<file path="src/flash_host_pkg.sv">
// Purpose: shared constants and carriers for the flash host controller
// Assumes: 100 MHz ref_clk, asynchronous x16 parallel NOR flash outside
// Notes:   avalon register map and flash command codes
package flash_host_pkg;
	// avalon register word offsets (byte address / 4)
	localparam logic [3:0] OFF_CTRL   = 4'h0;
	localparam logic [3:0] OFF_ADDR   = 4'h1;
	localparam logic [3:0] OFF_WDATA  = 4'h2;
	localparam logic [3:0] OFF_STATUS = 4'h3;
	localparam logic [3:0] OFF_RDATA  = 4'h4;
	// ctrl fields
	localparam int CTRL_OP_LSB = 0;
	localparam int CTRL_OP_W   = 3;
	localparam int CTRL_GO     = 31;
	localparam int CTRL_WP     = 8;
	// status fields
	localparam int ST_BUSY     = 0;
	localparam int ST_DONE     = 1;
	localparam int ST_FAIL     = 2;
	localparam int ST_RDY_PIN  = 3;
	localparam int ST_SUSP     = 4;
	// operations
	localparam logic [2:0] OP_READ    = 3'h0;
	localparam logic [2:0] OP_PROG    = 3'h1;
	localparam logic [2:0] OP_SECTOR  = 3'h2;
	localparam logic [2:0] OP_BLOCK   = 3'h3;
	localparam logic [2:0] OP_CHIP    = 3'h4;
	localparam logic [2:0] OP_SUSPEND = 3'h5;
	localparam logic [2:0] OP_RESUME  = 3'h6;
	// command codes and unlock addresses
	localparam logic [17:0] ADDR_UNL1 = 18'h00555;
	localparam logic [17:0] ADDR_UNL2 = 18'h002aa;
	localparam logic [15:0] CMD_UNL1  = 16'h00aa;
	localparam logic [15:0] CMD_UNL2  = 16'h0055;
	localparam logic [15:0] CMD_PROG  = 16'h00a0;
	localparam logic [15:0] CMD_ERASE = 16'h0080;
	localparam logic [15:0] CMD_SECT  = 16'h0050;
	localparam logic [15:0] CMD_BLOCK = 16'h0030;
	localparam logic [15:0] CMD_CHIP  = 16'h0010;
	localparam logic [15:0] CMD_SUSP  = 16'h00b0;
	localparam logic [15:0] CMD_RES   = 16'h0030;
	localparam logic [15:0] CMD_RESET = 16'h00f0;
	// timing
	localparam int CLK_MHZ      = 100;
	localparam int T_STROBE_NS  = 60;
	localparam int T_STROBE_CYC = (T_STROBE_NS * CLK_MHZ + 999) / 1000;
	localparam int T_PROG_US    = 10;
	localparam int T_PROG_CYC   = T_PROG_US * CLK_MHZ;
	localparam int T_SUSP_US    = 20;
	localparam int T_SUSP_CYC   = T_SUSP_US * CLK_MHZ;
	localparam int T_ERASE_US   = 100000;
	localparam int RETRY_READS  = 2;
	// one bus cycle on the flash pins
	typedef struct packed {
		logic [17:0] addr;
		logic [15:0] data;
		logic        wr;
	} flash_cyc_s;
	// flash pin drive
	typedef struct packed {
		logic        ce_b;
		logic        oe_b;
		logic        we_b;
		logic [17:0] addr;
		logic [15:0] dq_o;
		logic        dq_oe;
	} flash_pins_s;
endpackage

</file>
<file path="src/flash_host_ctrl.sv">
// Purpose: host controller that sequences commands into a parallel flash
// Assumes: single 100 MHz clock, avalon-mm slave with waitrequest
// Notes:   polls the toggle bit and ready pin to find end of write
`timescale 1ns/1ns
module flash_host_ctrl #(
	parameter int ERASE_CYC = 10000000
) (
	// clock and reset
	input  wire logic                   ref_clk,
	input  wire logic                   rst_b,
	// avalon-mm slave
	input  wire logic [3:0]             avs_address,
	input  wire logic                   avs_read,
	input  wire logic                   avs_write,
	input  wire logic [31:0]            avs_writedata,
	output logic [31:0]                 avs_readdata,
	output logic                        avs_waitrequest,
	// flash pins
	output flash_host_pkg::flash_pins_s flash,
	input  wire logic [15:0]            flash_dq_i,
	output logic                        flash_wp_b,
	input  wire logic                   op_done_flag_od
);
	import flash_host_pkg::*;
	typedef enum logic [5:0] {
		S_IDLE = 6'b000001,
		S_SEQ  = 6'b000010,
		S_POLL = 6'b000100,
		S_CHK  = 6'b001000,
		S_WAIT = 6'b010000,
		S_FIN  = 6'b100000
	} ctl_e;
	ctl_e        state;
	logic [2:0]  op;
	logic [17:0] addr;
	logic [15:0] wdata;
	logic        wp;
	logic        busy;
	logic        done;
	logic        fail;
	logic        susp;
	logic [15:0] rdata;
	logic [2:0]  step;
	logic [2:0]  nsteps;
	logic [15:0] prev;
	logic        have_prev;
	logic [1:0]  retry;
	logic [31:0] tmo;
	logic        rdy_s1;
	logic        rdy_s2;
	logic        bc_start;
	logic        bc_done;
	logic [15:0] bc_rdata;
	flash_cyc_s  bc_cyc;
	logic        bc_busy;

	function automatic flash_cyc_s seq_cyc(input logic [2:0] o,
		input logic [2:0] s, input logic [17:0] a, input logic [15:0] d);
		flash_cyc_s c;
		c = '{addr: ADDR_UNL1, data: CMD_UNL1, wr: 1'b1};
		case (s)
			3'd1, 3'd4: c = '{addr: ADDR_UNL2, data: CMD_UNL2, wr: 1'b1};
			3'd2: c.data = (o == OP_PROG) ? CMD_PROG : CMD_ERASE;
			3'd3: if (o == OP_PROG) c = '{addr: a, data: d, wr: 1'b1};
			3'd5: case (o)
				OP_SECTOR: c = '{addr: a, data: CMD_SECT, wr: 1'b1};
				OP_BLOCK:  c = '{addr: a, data: CMD_BLOCK, wr: 1'b1};
				default:   c.data = CMD_CHIP;
			endcase
			default: c = c;
		endcase
		return c;
	endfunction

	wire [17:0] sect_addr = {addr[17:11], 11'h000};
	wire [17:0] blk_addr  = {addr[17:15], 15'h0000};
	wire [17:0] op_addr   = (op == OP_SECTOR) ? sect_addr :
		(op == OP_BLOCK) ? blk_addr : addr;
	wire single = (op == OP_SUSPEND) || (op == OP_RESUME);
	wire [15:0] single_d = (op == OP_SUSPEND) ? CMD_SUSP : CMD_RES;
	wire is_erase = (op == OP_SECTOR) || (op == OP_BLOCK) ||
		(op == OP_CHIP);
	wire [31:0] op_tmo = (op == OP_PROG) ? 32'(T_PROG_CYC) :
		single ? 32'(T_SUSP_CYC) : 32'(ERASE_CYC);
	// toggle stopped when two reads agree on bit 6
	wire toggling = have_prev && (prev[6] != bc_rdata[6]);
	// polling bit true data once program completes
	wire poll_ok = (op == OP_PROG) ? (bc_rdata[7] == wdata[7]) :
		is_erase ? bc_rdata[7] : 1'b1;
	wire go_write = avs_write && !avs_waitrequest;
	wire acc_ok = (state == S_IDLE) || (avs_address != OFF_CTRL);

	always_ff @(posedge ref_clk) begin
		rdy_s1 <= op_done_flag_od;
		rdy_s2 <= rdy_s1;
	end

	// no new sequence issued until busy clears
	assign avs_waitrequest = (avs_read || avs_write) && !acc_ok;
	assign bc_busy = (state == S_SEQ) || (state == S_POLL) ||
		(state == S_CHK);
	// single write cycle, then status reads
	assign bc_cyc = (state == S_SEQ && single) ?
		flash_cyc_s'{addr: addr, data: single_d, wr: 1'b1} :
		(state == S_SEQ && op != OP_READ) ?
		seq_cyc(op, step, op_addr, wdata) :
		flash_cyc_s'{addr: op_addr, data: 16'h0000, wr: 1'b0};
	// write protect held steady from register
	assign flash_wp_b = wp;

	always_comb begin
		avs_readdata = 32'h0000_0000;
		case (avs_address)
			OFF_CTRL:   avs_readdata = {28'h0, 1'b0, op} |
				(32'(wp) << CTRL_WP);
			OFF_ADDR:   avs_readdata = {14'h0, addr};
			OFF_WDATA:  avs_readdata = {16'h0, wdata};
			OFF_STATUS: avs_readdata = {27'h0, susp, rdy_s2, fail, done,
				busy};
			OFF_RDATA:  avs_readdata = {16'h0, rdata};
			default:    avs_readdata = 32'h0000_0000;
		endcase
	end

	always_ff @(posedge ref_clk) begin
		if (!rst_b) begin
			state     <= S_IDLE;
			op        <= OP_READ;
			addr      <= 18'h00000;
			wdata     <= 16'h0000;
			wp        <= 1'b1;
			busy      <= 1'b0;
			done      <= 1'b0;
			fail      <= 1'b0;
			susp      <= 1'b0;
			rdata     <= 16'h0000;
			step      <= 3'd0;
			nsteps    <= 3'd0;
			prev      <= 16'h0000;
			have_prev <= 1'b0;
			retry     <= 2'd0;
			tmo       <= 32'h0;
			bc_start  <= 1'b0;
		end else begin
			bc_start <= 1'b0;
			if (go_write && avs_address == OFF_ADDR)
				addr <= avs_writedata[17:0];
			if (go_write && avs_address == OFF_WDATA)
				wdata <= avs_writedata[15:0];
			if (go_write && avs_address == OFF_STATUS &&
				avs_writedata[ST_DONE])
				done <= 1'b0;
			case (state)
				S_IDLE: if (go_write && avs_address == OFF_CTRL) begin
					op   <= avs_writedata[CTRL_OP_W-1:0];
					wp   <= avs_writedata[CTRL_WP];
					if (avs_writedata[CTRL_GO]) begin
						busy      <= 1'b1;
						fail      <= 1'b0;
						step      <= 3'd0;
						have_prev <= 1'b0;
						retry     <= 2'd0;
						nsteps    <= (avs_writedata[2:0] == OP_PROG) ? 3'd4 :
							3'd6;
						bc_start  <= 1'b1;
						state     <= S_SEQ;
					end
				end
				S_SEQ: if (bc_done) begin
					if (op == OP_READ) begin
						rdata <= bc_rdata;
						state <= S_FIN;
					end else if (single || step == nsteps - 3'd1) begin
						// status polled only after launch strobe
						tmo      <= op_tmo;
						bc_start <= 1'b1;
						state    <= S_POLL;
						if (op == OP_SUSPEND) susp <= 1'b1;
						if (op == OP_RESUME) susp <= 1'b0;
					end else begin
						step     <= step + 3'd1;
						bc_start <= 1'b1;
					end
				end
				S_POLL: begin
					if (tmo != 32'h0)
						tmo <= tmo - 32'h1;
					if (bc_done) begin
						prev      <= bc_rdata;
						have_prev <= 1'b1;
						// ready pin high and toggle stopped
						if (have_prev && !toggling && rdy_s2) begin
							if (poll_ok || op == OP_SUSPEND) begin
								rdata <= bc_rdata;
								state <= S_FIN;
							end else
								state <= S_CHK;
						end else if (tmo == 32'h0) begin
							fail  <= 1'b1;
							state <= S_FIN;
						end else
							bc_start <= 1'b1;
					end
				end
				S_CHK: begin
					if (retry == 2'(RETRY_READS)) begin
						fail  <= 1'b1;
						state <= S_FIN;
					end else begin
						retry    <= retry + 2'd1;
						bc_start <= 1'b1;
						state    <= S_WAIT;
					end
				end
				S_WAIT: if (bc_done) begin
					if (poll_ok) begin
						rdata <= bc_rdata;
						state <= S_FIN;
					end else
						state <= S_CHK;
				end
				S_FIN: begin
					busy  <= 1'b0;
					done  <= 1'b1;
					state <= S_IDLE;
				end
				default: state <= S_IDLE;
			endcase
		end
	end

	flash_bus_cycle #(
		.STROBE_CYC(T_STROBE_CYC)
	) flash_bus_cycle_i (
		.ref_clk(ref_clk),
		.rst_b  (rst_b),
		.start  (bc_start),
		.cyc    (bc_cyc),
		.done   (bc_done),
		.rdata  (bc_rdata),
		.pins   (flash),
		.dq_i   (flash_dq_i)
	);

	a_busy_done: assert property (@(posedge ref_clk) disable iff (!rst_b)
		state == S_FIN |=> done && !busy)
		else $error("done not raised after finish");
	a_wp_steady: assert property (@(posedge ref_clk) disable iff (!rst_b)
		bc_busy |=> $stable(flash_wp_b))
		else $error("write protect changed mid sequence");
	a_seq_count: assert property (@(posedge ref_clk) disable iff (!rst_b)
		state == S_SEQ |-> step < 3'd6)
		else $error("sequence ran past six cycles");
	a_strobe_pair: assert property (@(posedge ref_clk) disable iff (!rst_b)
		!flash.we_b |-> !flash.ce_b && flash.oe_b)
		else $error("write strobe without chip enable");
	a_oe_read: assert property (@(posedge ref_clk) disable iff (!rst_b)
		!flash.oe_b |-> !flash.dq_oe)
		else $error("bus contention on read");
	a_poll_after: assert property (@(posedge ref_clk) disable iff (!rst_b)
		(state == S_POLL || state == S_WAIT) |-> flash.we_b)
		else $error("write strobe during status poll");
	a_retry_max: assert property (@(posedge ref_clk) disable iff (!rst_b)
		retry <= 2'(RETRY_READS))
		else $error("too many retries");
	a_sect_align: assert property (@(posedge ref_clk) disable iff (!rst_b)
		op == OP_SECTOR |-> op_addr[10:0] == 11'h000)
		else $error("sector address not aligned");
endmodule

</file>
<file path="src/flash_bus_cycle.sv">
// Purpose: one strobed read or write cycle on the flash pins
// Assumes: ce_b and we_b fall together, data held past rising edge
// Notes:   dq_i is sampled through two flops before use
`timescale 1ns/1ns
module flash_bus_cycle #(
	parameter int STROBE_CYC = 6
) (
	// clock and reset
	input  wire logic                      ref_clk,
	input  wire logic                      rst_b,
	// request
	input  wire logic                      start,
	input  wire flash_host_pkg::flash_cyc_s cyc,
	output logic                           done,
	output logic [15:0]                    rdata,
	// pins
	output flash_host_pkg::flash_pins_s    pins,
	input  wire logic [15:0]               dq_i
);
	import flash_host_pkg::*;
	typedef enum logic [2:0] {
		C_IDLE = 3'b001,
		C_STRB = 3'b010,
		C_HOLD = 3'b100
	} cyc_e;
	cyc_e        state;
	logic [7:0]  cnt;
	logic [15:0] dq_s1;
	logic [15:0] dq_s2;
	flash_cyc_s  cur;
	wire         cnt_end = (cnt == 8'(STROBE_CYC - 1));
	always_ff @(posedge ref_clk) begin
		dq_s1 <= dq_i;
		dq_s2 <= dq_s1;
	end
	always_ff @(posedge ref_clk) begin
		if (!rst_b) begin
			state <= C_IDLE;
			cnt   <= 8'h00;
			cur   <= '0;
			done  <= 1'b0;
			rdata <= 16'h0000;
		end else begin
			done <= 1'b0;
			case (state)
				C_IDLE: if (start) begin
					cur   <= cyc;
					cnt   <= 8'h00;
					state <= C_STRB;
				end
				C_STRB: begin
					cnt <= cnt + 8'h01;
					if (cnt_end) begin
						rdata <= dq_s2;
						cnt   <= 8'h00;
						state <= C_HOLD;
					end
				end
				C_HOLD: begin
					done  <= 1'b1;
					state <= C_IDLE;
				end
				default: state <= C_IDLE;
			endcase
		end
	end
	// strobes low together, data latched at rise
	assign pins.ce_b  = (state != C_STRB);
	assign pins.we_b  = !(state == C_STRB && cur.wr);
	assign pins.oe_b  = !(state == C_STRB && !cur.wr);
	assign pins.addr  = cur.addr;
	assign pins.dq_o  = cur.data;
	assign pins.dq_oe = cur.wr && (state != C_IDLE);
endmodule

</file>
<file path="config.mk">
export PLATFORM = sky130hd
export DESIGN_NAME = flash_host_ctrl
export DESIGN_NICKNAME = d
export VERILOG_FILES = /design/src/flash_host_pkg.sv /design/src/flash_host_ctrl.sv /design/src/flash_bus_cycle.sv
export SDC_FILE = /design/constraint.sdc
export NUM_CORES = 1
export LEC_CHECK = 0
export ABC_AREA = 1
export BUFFER_PORTS_ARGS = -buffer_cell sky130_fd_sc_hd__buf_2
export CAP_MARGIN = 20
export CORE_MARGIN = 2
export CORE_UTILIZATION = 40
export CTS_CLUSTER_SIZE = 20
export DETAILED_ROUTE_END_ITERATION = 16
export PLACE_DENSITY = 0.69
export SLEW_MARGIN = 20
export SYNTH_ARGS = -nofsm -noshare
export SYNTH_HDL_FRONTEND = slang
export SYNTH_SLANG_ARGS = --single-unit
</file>
<file path="constraint.sdc">
create_clock -name ref_clk -period 2.25 [get_ports ref_clk]
set_clock_uncertainty 0.1 [all_clocks]
set_input_delay 0 -clock ref_clk [delete_from_list [all_inputs] [get_ports ref_clk]]
set_output_delay 0 -clock ref_clk [all_outputs]
set_load 0.1 [all_outputs]
</file>
* Word-level counts from Yosys, hierarchy flattened
Index checks and enable logic that the tools add are counted.
Storage, ports and cells: word-level logic and storage cells 236, bits in registers 210, bits of input ports 57, output and inout bits 72
Cells by class: equal/unequal tests 53, reduce and logical (&&, ||, !) cells 62, add/subtract/negate cells 5, bitwise operators 2, muxes and demuxes 86
Operator list (number):
- 32-bit two-way mux | 4
- 16-bit two-way mux | 7
- 35-bit two-way mux | 3
- 18-bit case mux with 5 select lines | 1
- 6-bit two-way mux | 13
- 16-bit case mux with 4 select lines | 1
- 32-bit case mux with 2 select lines | 1
- 18-bit case mux with 3 select lines | 1
- 24-bit two-way mux | 2
- 16-bit case mux with 3 select lines | 1
- 32-bit logical NOT | 1
- 32-bit nonzero test | 1
- 32-bit by 1-bit subtractor with 32-bit output (second input constant) | 1
- 15-bit two-way mux | 2
- 6-bit case mux with 5 select lines | 1
- 1-bit two-way mux | 25
- 8-bit two-way mux | 3
- 2-bit by 1-bit != test with 1-bit output (second input constant) | 12
- 3-bit two-way mux | 7
- 3-bit == test (second input constant) | 6
- 18-bit two-way mux | 1
- 8-bit case mux with 2 select lines | 1
- 2-bit nonzero test | 8
- 3-bit by 2-bit == test with 1-bit output (second input constant) | 5
- 46 further kinds | 100

* Logic depth before layout (Yosys ltp)
Gate-level depths: netlist (run 1).
word-level depth 10, depth in mapped cells 12, mapped depth without buffers 12

* By module
Synthesis (run 1) repeated with hierarchy kept, for this count alone.
Second synthesis, totals: cells, all modules 1502, area total of the unflattened synthesis 10099.7 sq um
By module, submodules not included:
- flash_host_ctrl | sequential area each 2162.1 sq um, area each 6759.0 sq um, instances 1, cells each 1112
- flash_bus_cycle | sequential area each 1901.8 sq um, area each 3340.7 sq um, instances 1, cells each 390

* Least setup slack after synthesis (run 1)
No wires, ideal clock.
kind register to output, from register state[2], to output port avs_waitrequest, arrival 2654 ps, data required time 2150 ps, path buffers 0, cell stages (with the launch flop) 5, path slack -504 ps, cell sequence dfxtp_1 nor2_4 nand3_1 nor2_2 nor3_1
Between the ends: word-level cells in the longest chain between the ends 4
RTL lines:
- start: declaration | RTL line flash_host_ctrl.sv:33 | ctl_e state;
- start signal: assignment | RTL line flash_host_ctrl.sv:127 | state <= S_IDLE;
- start signal: assignment | RTL line flash_host_ctrl.sv:166 | state <= S_SEQ;
- start signal: assignment | RTL line flash_host_ctrl.sv:172 | state <= S_FIN;
- 6-bit by 1-bit == test with 1-bit output | RTL line flash_host_ctrl.sv:91 | wire acc_ok = (state == S_IDLE) || (avs_address != OFF_CTRL);
- 1-bit logical OR | RTL line flash_host_ctrl.sv:91
- 1-bit logical NOT | RTL line flash_host_ctrl.sv:99 | assign avs_waitrequest = (avs_read || avs_write) && !acc_ok;
- 1-bit logical AND | RTL line flash_host_ctrl.sv:99
- end: declaration | RTL line flash_host_ctrl.sv:17 | output logic avs_waitrequest,
Every way passes these cells.

* Worst setup path after layout (run 1)
from input port avs_address[1], to output port avs_readdata[14]
Between the ends: word-level cells in the longest chain between the ends 2, elaborated cells between the ends (all ways) 6, classes of those cells eq/ne (4); mux (1); reduce/logical (1)
RTL lines:
- start: declaration | RTL line flash_host_ctrl.sv:12 | input wire logic [3:0] avs_address,
- 4-bit by 3-bit == test with 1-bit output (tied with other cells) | RTL line flash_host_ctrl.sv:113 | case (avs_address)
- 18-bit case mux with 5 select lines (*) | RTL line flash_host_ctrl.sv:113
- end: declaration | RTL line flash_host_ctrl.sv:16 | output logic [31:0] avs_readdata,
Every way passes the cells marked *; elsewhere a longest branch is shown, timed or not.

==> impl_metrics.tcl, run 1 <==
set metrics [dict create \
    drv_slew 0 \
    dieArea_um2 25300 \
    num_vias 9154 \
    layout-drive-gt1-share_pct 14.3 \
    yosys_warnings 0 \
    peakVddDrop_mv 0.425 \
    final_net_count 1542 \
    ys_ff_latch 203 \
    crit_path_top_delay_cell "dlygate4sd3_1" \
    post_cts_buffers 0 \
    synth_top_area_share_pct 42.2 \
    cts_tree "done" \
    grt_pass1_vias 8467 \
    synth_area_per_cell_um2 7.07 \
    clock_latency_ns 0.51 \
    ys_seq_area_share_pct 42.2 \
    drc_errors 0 \
    placed_area_um2 10500 \
    max_stage_delay_ns 0.61 \
    cts_num_sinks 203 \
    synth_commonest_cells "nand2_1 (274), nor2_1 (216), dfxtp_1 (203)" \
    leakage_uw 0.00513 \
    die_x_um 159 \
    cts-root-buf "clkbuf_16" \
    critical_path.n_buffers_inverters 4 \
    postLayoutCoreUtil_pct 49.4 \
    crit_type "input pin to output pin" \
    antenna_cells 0 \
    coreArea_um2 23500 \
    h-tree-depth 1 \
    grt_pass1_wl_mm 43.1 \
    yosysMostFrequentCell "nand2_1" \
    via_per_inst 5.06 \
    finalSetupViolCount 0 \
    ys_dominant_reg_cell "dfxtp_1" \
    path_cells "buf_2 -> dlygate4sd3_1 -> nor3_4 -> inv_2 -> o221ai_1 -> buf_2" \
    clk_pin_slew_worst_paths_ns 0.05 \
    met3_usage_pct 2.87 \
    hold_ws_ns 0.0234 \
    port_buffers 101 \
    start_util_pct 40.9 \
    rows 56 \
    cp-end-kind "output pin" \
    synth_edf_count 0 \
    hpwl_mm 18.7 \
    routabilityCongestion 0.902 \
    worstPathRequired_ns 2.15 \
    grtUsageTotal_pct 20.4 \
    drt-pass1-iter-count 6 \
    fmax_mhz 482 \
    synthesis.area_um2 9640 \
    grt_max_degree 65 \
    min_path_type "input pin to flip-flop" \
    grt-busiest-layer "met2" \
    fill_cells 2343 \
    cts.path.max_buffers 3 \
    grtUsageMet2_pct 32.6 \
    pin_count 129 \
    wire_per_inst_um 14.6 \
    finalCritPeriodShare_pct 92.2 \
    design_area_um2 11600 \
    hold_viol_final 0 \
    setup_slack_ns 0.175 \
    synth_top_cell_by_area "dfxtp_1" \
    grt-ovfl-total 0 \
    crit_path_start_kind "input pin" \
    path_max_fanout 14 \
    synthCells 1363 \
    max-cap-violations 0 \
    drt_iter0_markers 907 \
    ant_nets 0 \
    cp_common_cell "buf_2" \
    fin_crit_ns 2.07 \
    synth_area_leaders "dfxtp_1 (42%), nand2_1 (11%), nor2_1 (8.4%)" \
    p_per_area_nw_per_um2 665 \
    antenna_found_initial 0 \
    cp.arrival_ns 1.97 \
    synth-async-reset-ratio_pct 0 \
    cts_inserted_buffers 23 \
    syn2layout_area_growth_pct 20.6 \
    drt-total-wl_mm 26.4 \
    synth_cell_types 45 \
    die_y_um 159 \
    cp_top_family "buffers and inverters" \
    status "complete, no violations" \
    grt_use_met1_pct 28.1 \
    dp_slack_ns 0.258 \
    rsz0062_at_grt "no" \
]
## power by group
part           leakage, µW  switching (µW)  internal, µW  total, µW
combinational      0.00312             389           166        555
sequential         0.00165            30.4          3650       3680
clock             0.000354            1480          2010       3490
## metal layers
metal  vias up  wire length [µm]
met2       340             11800
met4         0               885
li1       4610                 -
met1      4140             11900
met5         -                 0
met3        64              1850
## sequential cells by signal (all words and copies together), names as in the netlist, 6 cells and up
signal	count
wdata	16
flash_bus_cycle_i.dq_s2	16
flash_bus_cycle_i.rdata	16
flash_bus_cycle_i.cnt	8
rdata	16
addr	18
flash_bus_cycle_i.dq_s1	16
flash_bus_cycle_i.pins	34
tmo	32
state	6
## repair_timing
item,4_1_cts,5_1_grt
resized for setup,0,2
hold buffers,46,0
endpoints found under the setup margin,0,6
hold endpoints to repair,72,0
## logic make-up after synthesis
logic type               Yosys count  synth area share (%)
AND/OR/NAND/NOR                  629                  27.8
AO/OA/AOI/OAI                    279                  15.9
buffers and inverters            222                  11.1
flip-flops                       203                  42.2
XOR/XNOR                          19                  1.73
adder cells (fa/ha/maj)           10                  1.30
other                              1                0.0389
## final cells by class
type                            count  area [µm²]  share of cell area [%]
Clock inverter                      9        48.8                   0.420
Clock buffer                       32         649                    5.59
Tap cell                          319         399                    3.43
Inverter                          123         462                    3.97
Timing Repair Buffer              173        1400                    12.1
Sequential cell                   203        4060                    35.0
Multi-Input combinational cell    951        4600                    39.6
## worst paths after layout
check | from | endpoint | slack, ns | depth (start not counted)
min | flash_dq_i[12] | flash_bus_cycle_i.dq_s1[12]$_DFF_P_ | 0.02 | 2
min reg2reg | flash_bus_cycle_i.dq_s1[9]$_DFF_P_ | flash_bus_cycle_i.dq_s2[9]$_DFF_P_ | 0.22 | 0
max | avs_address[1] | avs_readdata[14] | 0.18 | 6
max reg2reg | state[4]$_SDFFE_PN0P_ | rdata[3]$_SDFFE_PN0P_ | 0.21 | 12
## through the flow
step / TNS, ns / total power [µW] / cells
2_1_floorplan: -1.43 / 4120 / 1376
3_3_place_gp: 0 / 4240 / 1723
3_5_place_dp: 0 / 4240 / 1723
4_1_cts: 0 / 7800 / 1810
5_1_grt: 0 / 8010 / 1810
6_report: 0 / 7730 / 1810
## cell usage in the layout, fill, tap and decap left out, types with 7 or more instances in the layout
| cell type | Yosys | final |
|---|---|---|
| inv_2 | 12 | 14 |
| ha_1 | 10 | 10 |
| nand3_1 | 77 | 77 |
| buf_4 | 55 | 21 |
| buf_12 | 0 | 17 |
| buf_2 | 14 | 89 |
| clkinv_2 | 0 | 8 |
| xor2_1 | 17 | 17 |
| o221ai_1 | 10 | 10 |
| clkbuf_16 | 0 | 23 |
| nor2_2 | 7 | 7 |
| nor2_4 | 8 | 9 |
| nand2_1 | 274 | 274 |
| nor2_1 | 216 | 215 |
| a21oi_1 | 126 | 126 |
| o21ai_0 | 105 | 104 |
| dlygate4sd3_1 | 0 | 46 |
| dfxtp_1 | 203 | 203 |
| inv_1 | 111 | 109 |
| conb_1 | 1 | 14 |
| nor3_1 | 13 | 10 |
| nand4_1 | 17 | 17 |
## worst reg2reg max path, stage by stage, from the launching register on
cell	delay, ns
dfxtp_1	0.35
nor2_4	0.23
inv_1	0.10
nor2_1	0.22
buf_12	0.20
nand2_1	0.11
nand3_1	0.08
nor2_1	0.07
nand3_1	0.12
buf_12	0.19
nand2_1	0.07
nand2_1	0.05
nor2_1	0.05
(Power assumes the default switching activity.)
==> run 2: changes to the inputs <==
--- a/config.mk
+++ b/config.mk
@@ -12,2 +12,3 @@
 export CORE_UTILIZATION = 40
+export CTS_BUF_LIST = sky130_fd_sc_hd__clkbuf_8
 export CTS_CLUSTER_SIZE = 20
--- a/constraint.sdc
+++ b/constraint.sdc
@@ -4,2 +4,2 @@
 set_output_delay 0 -clock ref_clk [all_outputs]
-set_load 0.1 [all_outputs]
+set_load 0.05 [all_outputs]
==> impl_metrics.tcl, run 2 (synthesis results as in run 1) <==
set metrics [dict create \
    status "complete, no violations" \
    syn2layout_area_growth_pct 19.9 \
    cts_inserted_buffers 37 \
    crit_path_start_kind "input pin" \
    via_per_inst 4.97 \
    crit_path_top_delay_cell "dlygate4sd3_1" \
    dp_cells 1726 \
    p_per_area_nw_per_um2 653 \
    final_net_count 1571 \
    routabilityCongestion 0.917 \
    grt_pass1_wl_mm 43.3 \
    max_stage_delay_ns 0.58 \
    ant_nets 0 \
    cp-end-kind "output pin" \
    tightest_slew_ns 0.540 \
    dieArea_um2 25300 \
    critical_path.n_buffers_inverters 5 \
    pin_count 129 \
    layout_common_cells "nand2_1 (274), nor2_1 (216), dfxtp_1 (203)" \
    cp_top_family "buffers and inverters" \
    rows 56 \
    path_cells "buf_2 -> nor2_1 -> inv_1 -> nor3_2 -> dlygate4sd3_1 -> buf_4 -> a221oi_1 -> o21ai_0 -> buf_2" \
    max-cap-violations 0 \
    coreArea_um2 23500 \
    largest_reg_flops 34 \
    peakVddDrop_mv 0.325 \
    grt_max_degree 64 \
    post_cts_buffers 0 \
    hpwl_mm 18.7 \
    port_buffers 101 \
    cts-root-buf "clkbuf_8" \
    worstPathRequired_ns 2.15 \
    final_common_cell "nand2_1" \
    finalSetupViolCount 0 \
    total_power_uw 7540 \
    num_vias 9175 \
    finalCritPeriodShare_pct 95.1 \
    die_x_um 159 \
    start_util_pct 40.9 \
    fin_cells 1846 \
    fmax_mhz 467 \
    cts_tree "done" \
    drt-total-wl_mm 26.2 \
    min_path_type "input pin to flip-flop" \
    layout-drive-gt1-share_pct 14.6 \
    relSlewSlack_pct 64.0 \
    leakage_uw 0.00522 \
    fin_crit_ns 2.14 \
    fill_cells 2424 \
    drv_slew 0 \
    cp.arrival_ns 2.04 \
    grt_pass1_vias 8696 \
    cts.path.max_buffers 3 \
    cp_common_cell "buf_2" \
    cts_num_sinks 203 \
    die_y_um 159 \
    drc_errors 0 \
    wire_per_inst_um 14.2 \
    clock_latency_ns 0.54 \
    drt_iter0_markers 752 \
    clk_pin_slew_worst_paths_ns 0.06 \
    grtUsageTotal_pct 20.7 \
    rsz0062_at_grt "no" \
    path_max_fanout 18 \
    grt-ovfl-total 0 \
    h-tree-depth 2 \
    antenna_found_initial 1 \
    drt-pass1-iter-count 5 \
    hold_viol_final 0 \
    crit_type "input pin to output pin" \
    tns_ns 0 \
]
[run 2: through the flow]
| stage | cell area, µm² | utilization (%) | hold slack [ns] | setup WS [ns] |
|---|---|---|---|---|
| 2_1_floorplan | 9690 | - | -0.0723 | 0.378 |
| 3_3_place_gp | 10300 | 43.6 | 0.00301 | 0.349 |
| 3_5_place_dp | 10300 | 43.6 | 0.00358 | 0.319 |
| 4_1_cts | 11500 | 49.1 | 0.0223 | 0.230 |
| 5_1_grt | 11600 | 49.1 | 0.0776 | 0.0181 |
| 6_report | 11600 | 49.1 | 0.0593 | 0.110 |
[run 2: power by group]
part | internal, µW | leakage (µW) | switching (µW) | total [µW]
logic | 174 | 0.00315 | 316 | 490
registers | 3650 | 0.00165 | 30.2 | 3680
clock network | 1880 | 0.000413 | 1490 | 3370
[run 2: layout make-up]
type                       count  area, µm²  area share [%]
timing repair buffer         188       1350            11.7
antenna                        1       2.50          0.0217
inverter                     123        462            4.00
sequential                   203       4060            35.2
multi-input combinational    951       4560            39.5
clock buffer                  44        606            5.24
clock inverter                17        105           0.910
tap                          319        399            3.46
[run 2: final timing paths]
path,endpoint,startpoint,depth (start not counted),slack [ns]
setup / recovery,avs_readdata[1],avs_address[3],9,0.11
hold / removal,done$_SDFFE_PN0P_,avs_address[1],7,0.06
setup reg to reg,rdata[12]$_SDFFE_PN0P_,op[1]$_SDFFE_PN0P_,12,0.24
hold reg to reg,flash_bus_cycle_i.dq_s2[8]$_DFF_P_,flash_bus_cycle_i.dq_s1[8]$_DFF_P_,0,0.22
[run 2: layer usage]
layer	global-route usage, %	routed length, µm	up-vias
li1	-	-	4672
met1	27.4	12200	4160
met2	32.9	11600	282
met3	3.83	1570	61
met4	9.26	905	0
met5	0	0	-
[run 2: worst register-to-register path: cells and delay by family (launching register included)]
kind / cells / cell delay (ns)
flip-flops: 1 / 0.34
buffers and inverters: 3 / 0.52
AND/OR/NAND/NOR: 9 / 0.99
[run 2: repair_timing]
item / in CTS / in global routing
setup endpoints to repair: 0 / 0
endpoints found under the hold margin: 77 / 0
resized for setup: 0 / 0
hold buffers: 58 / 0
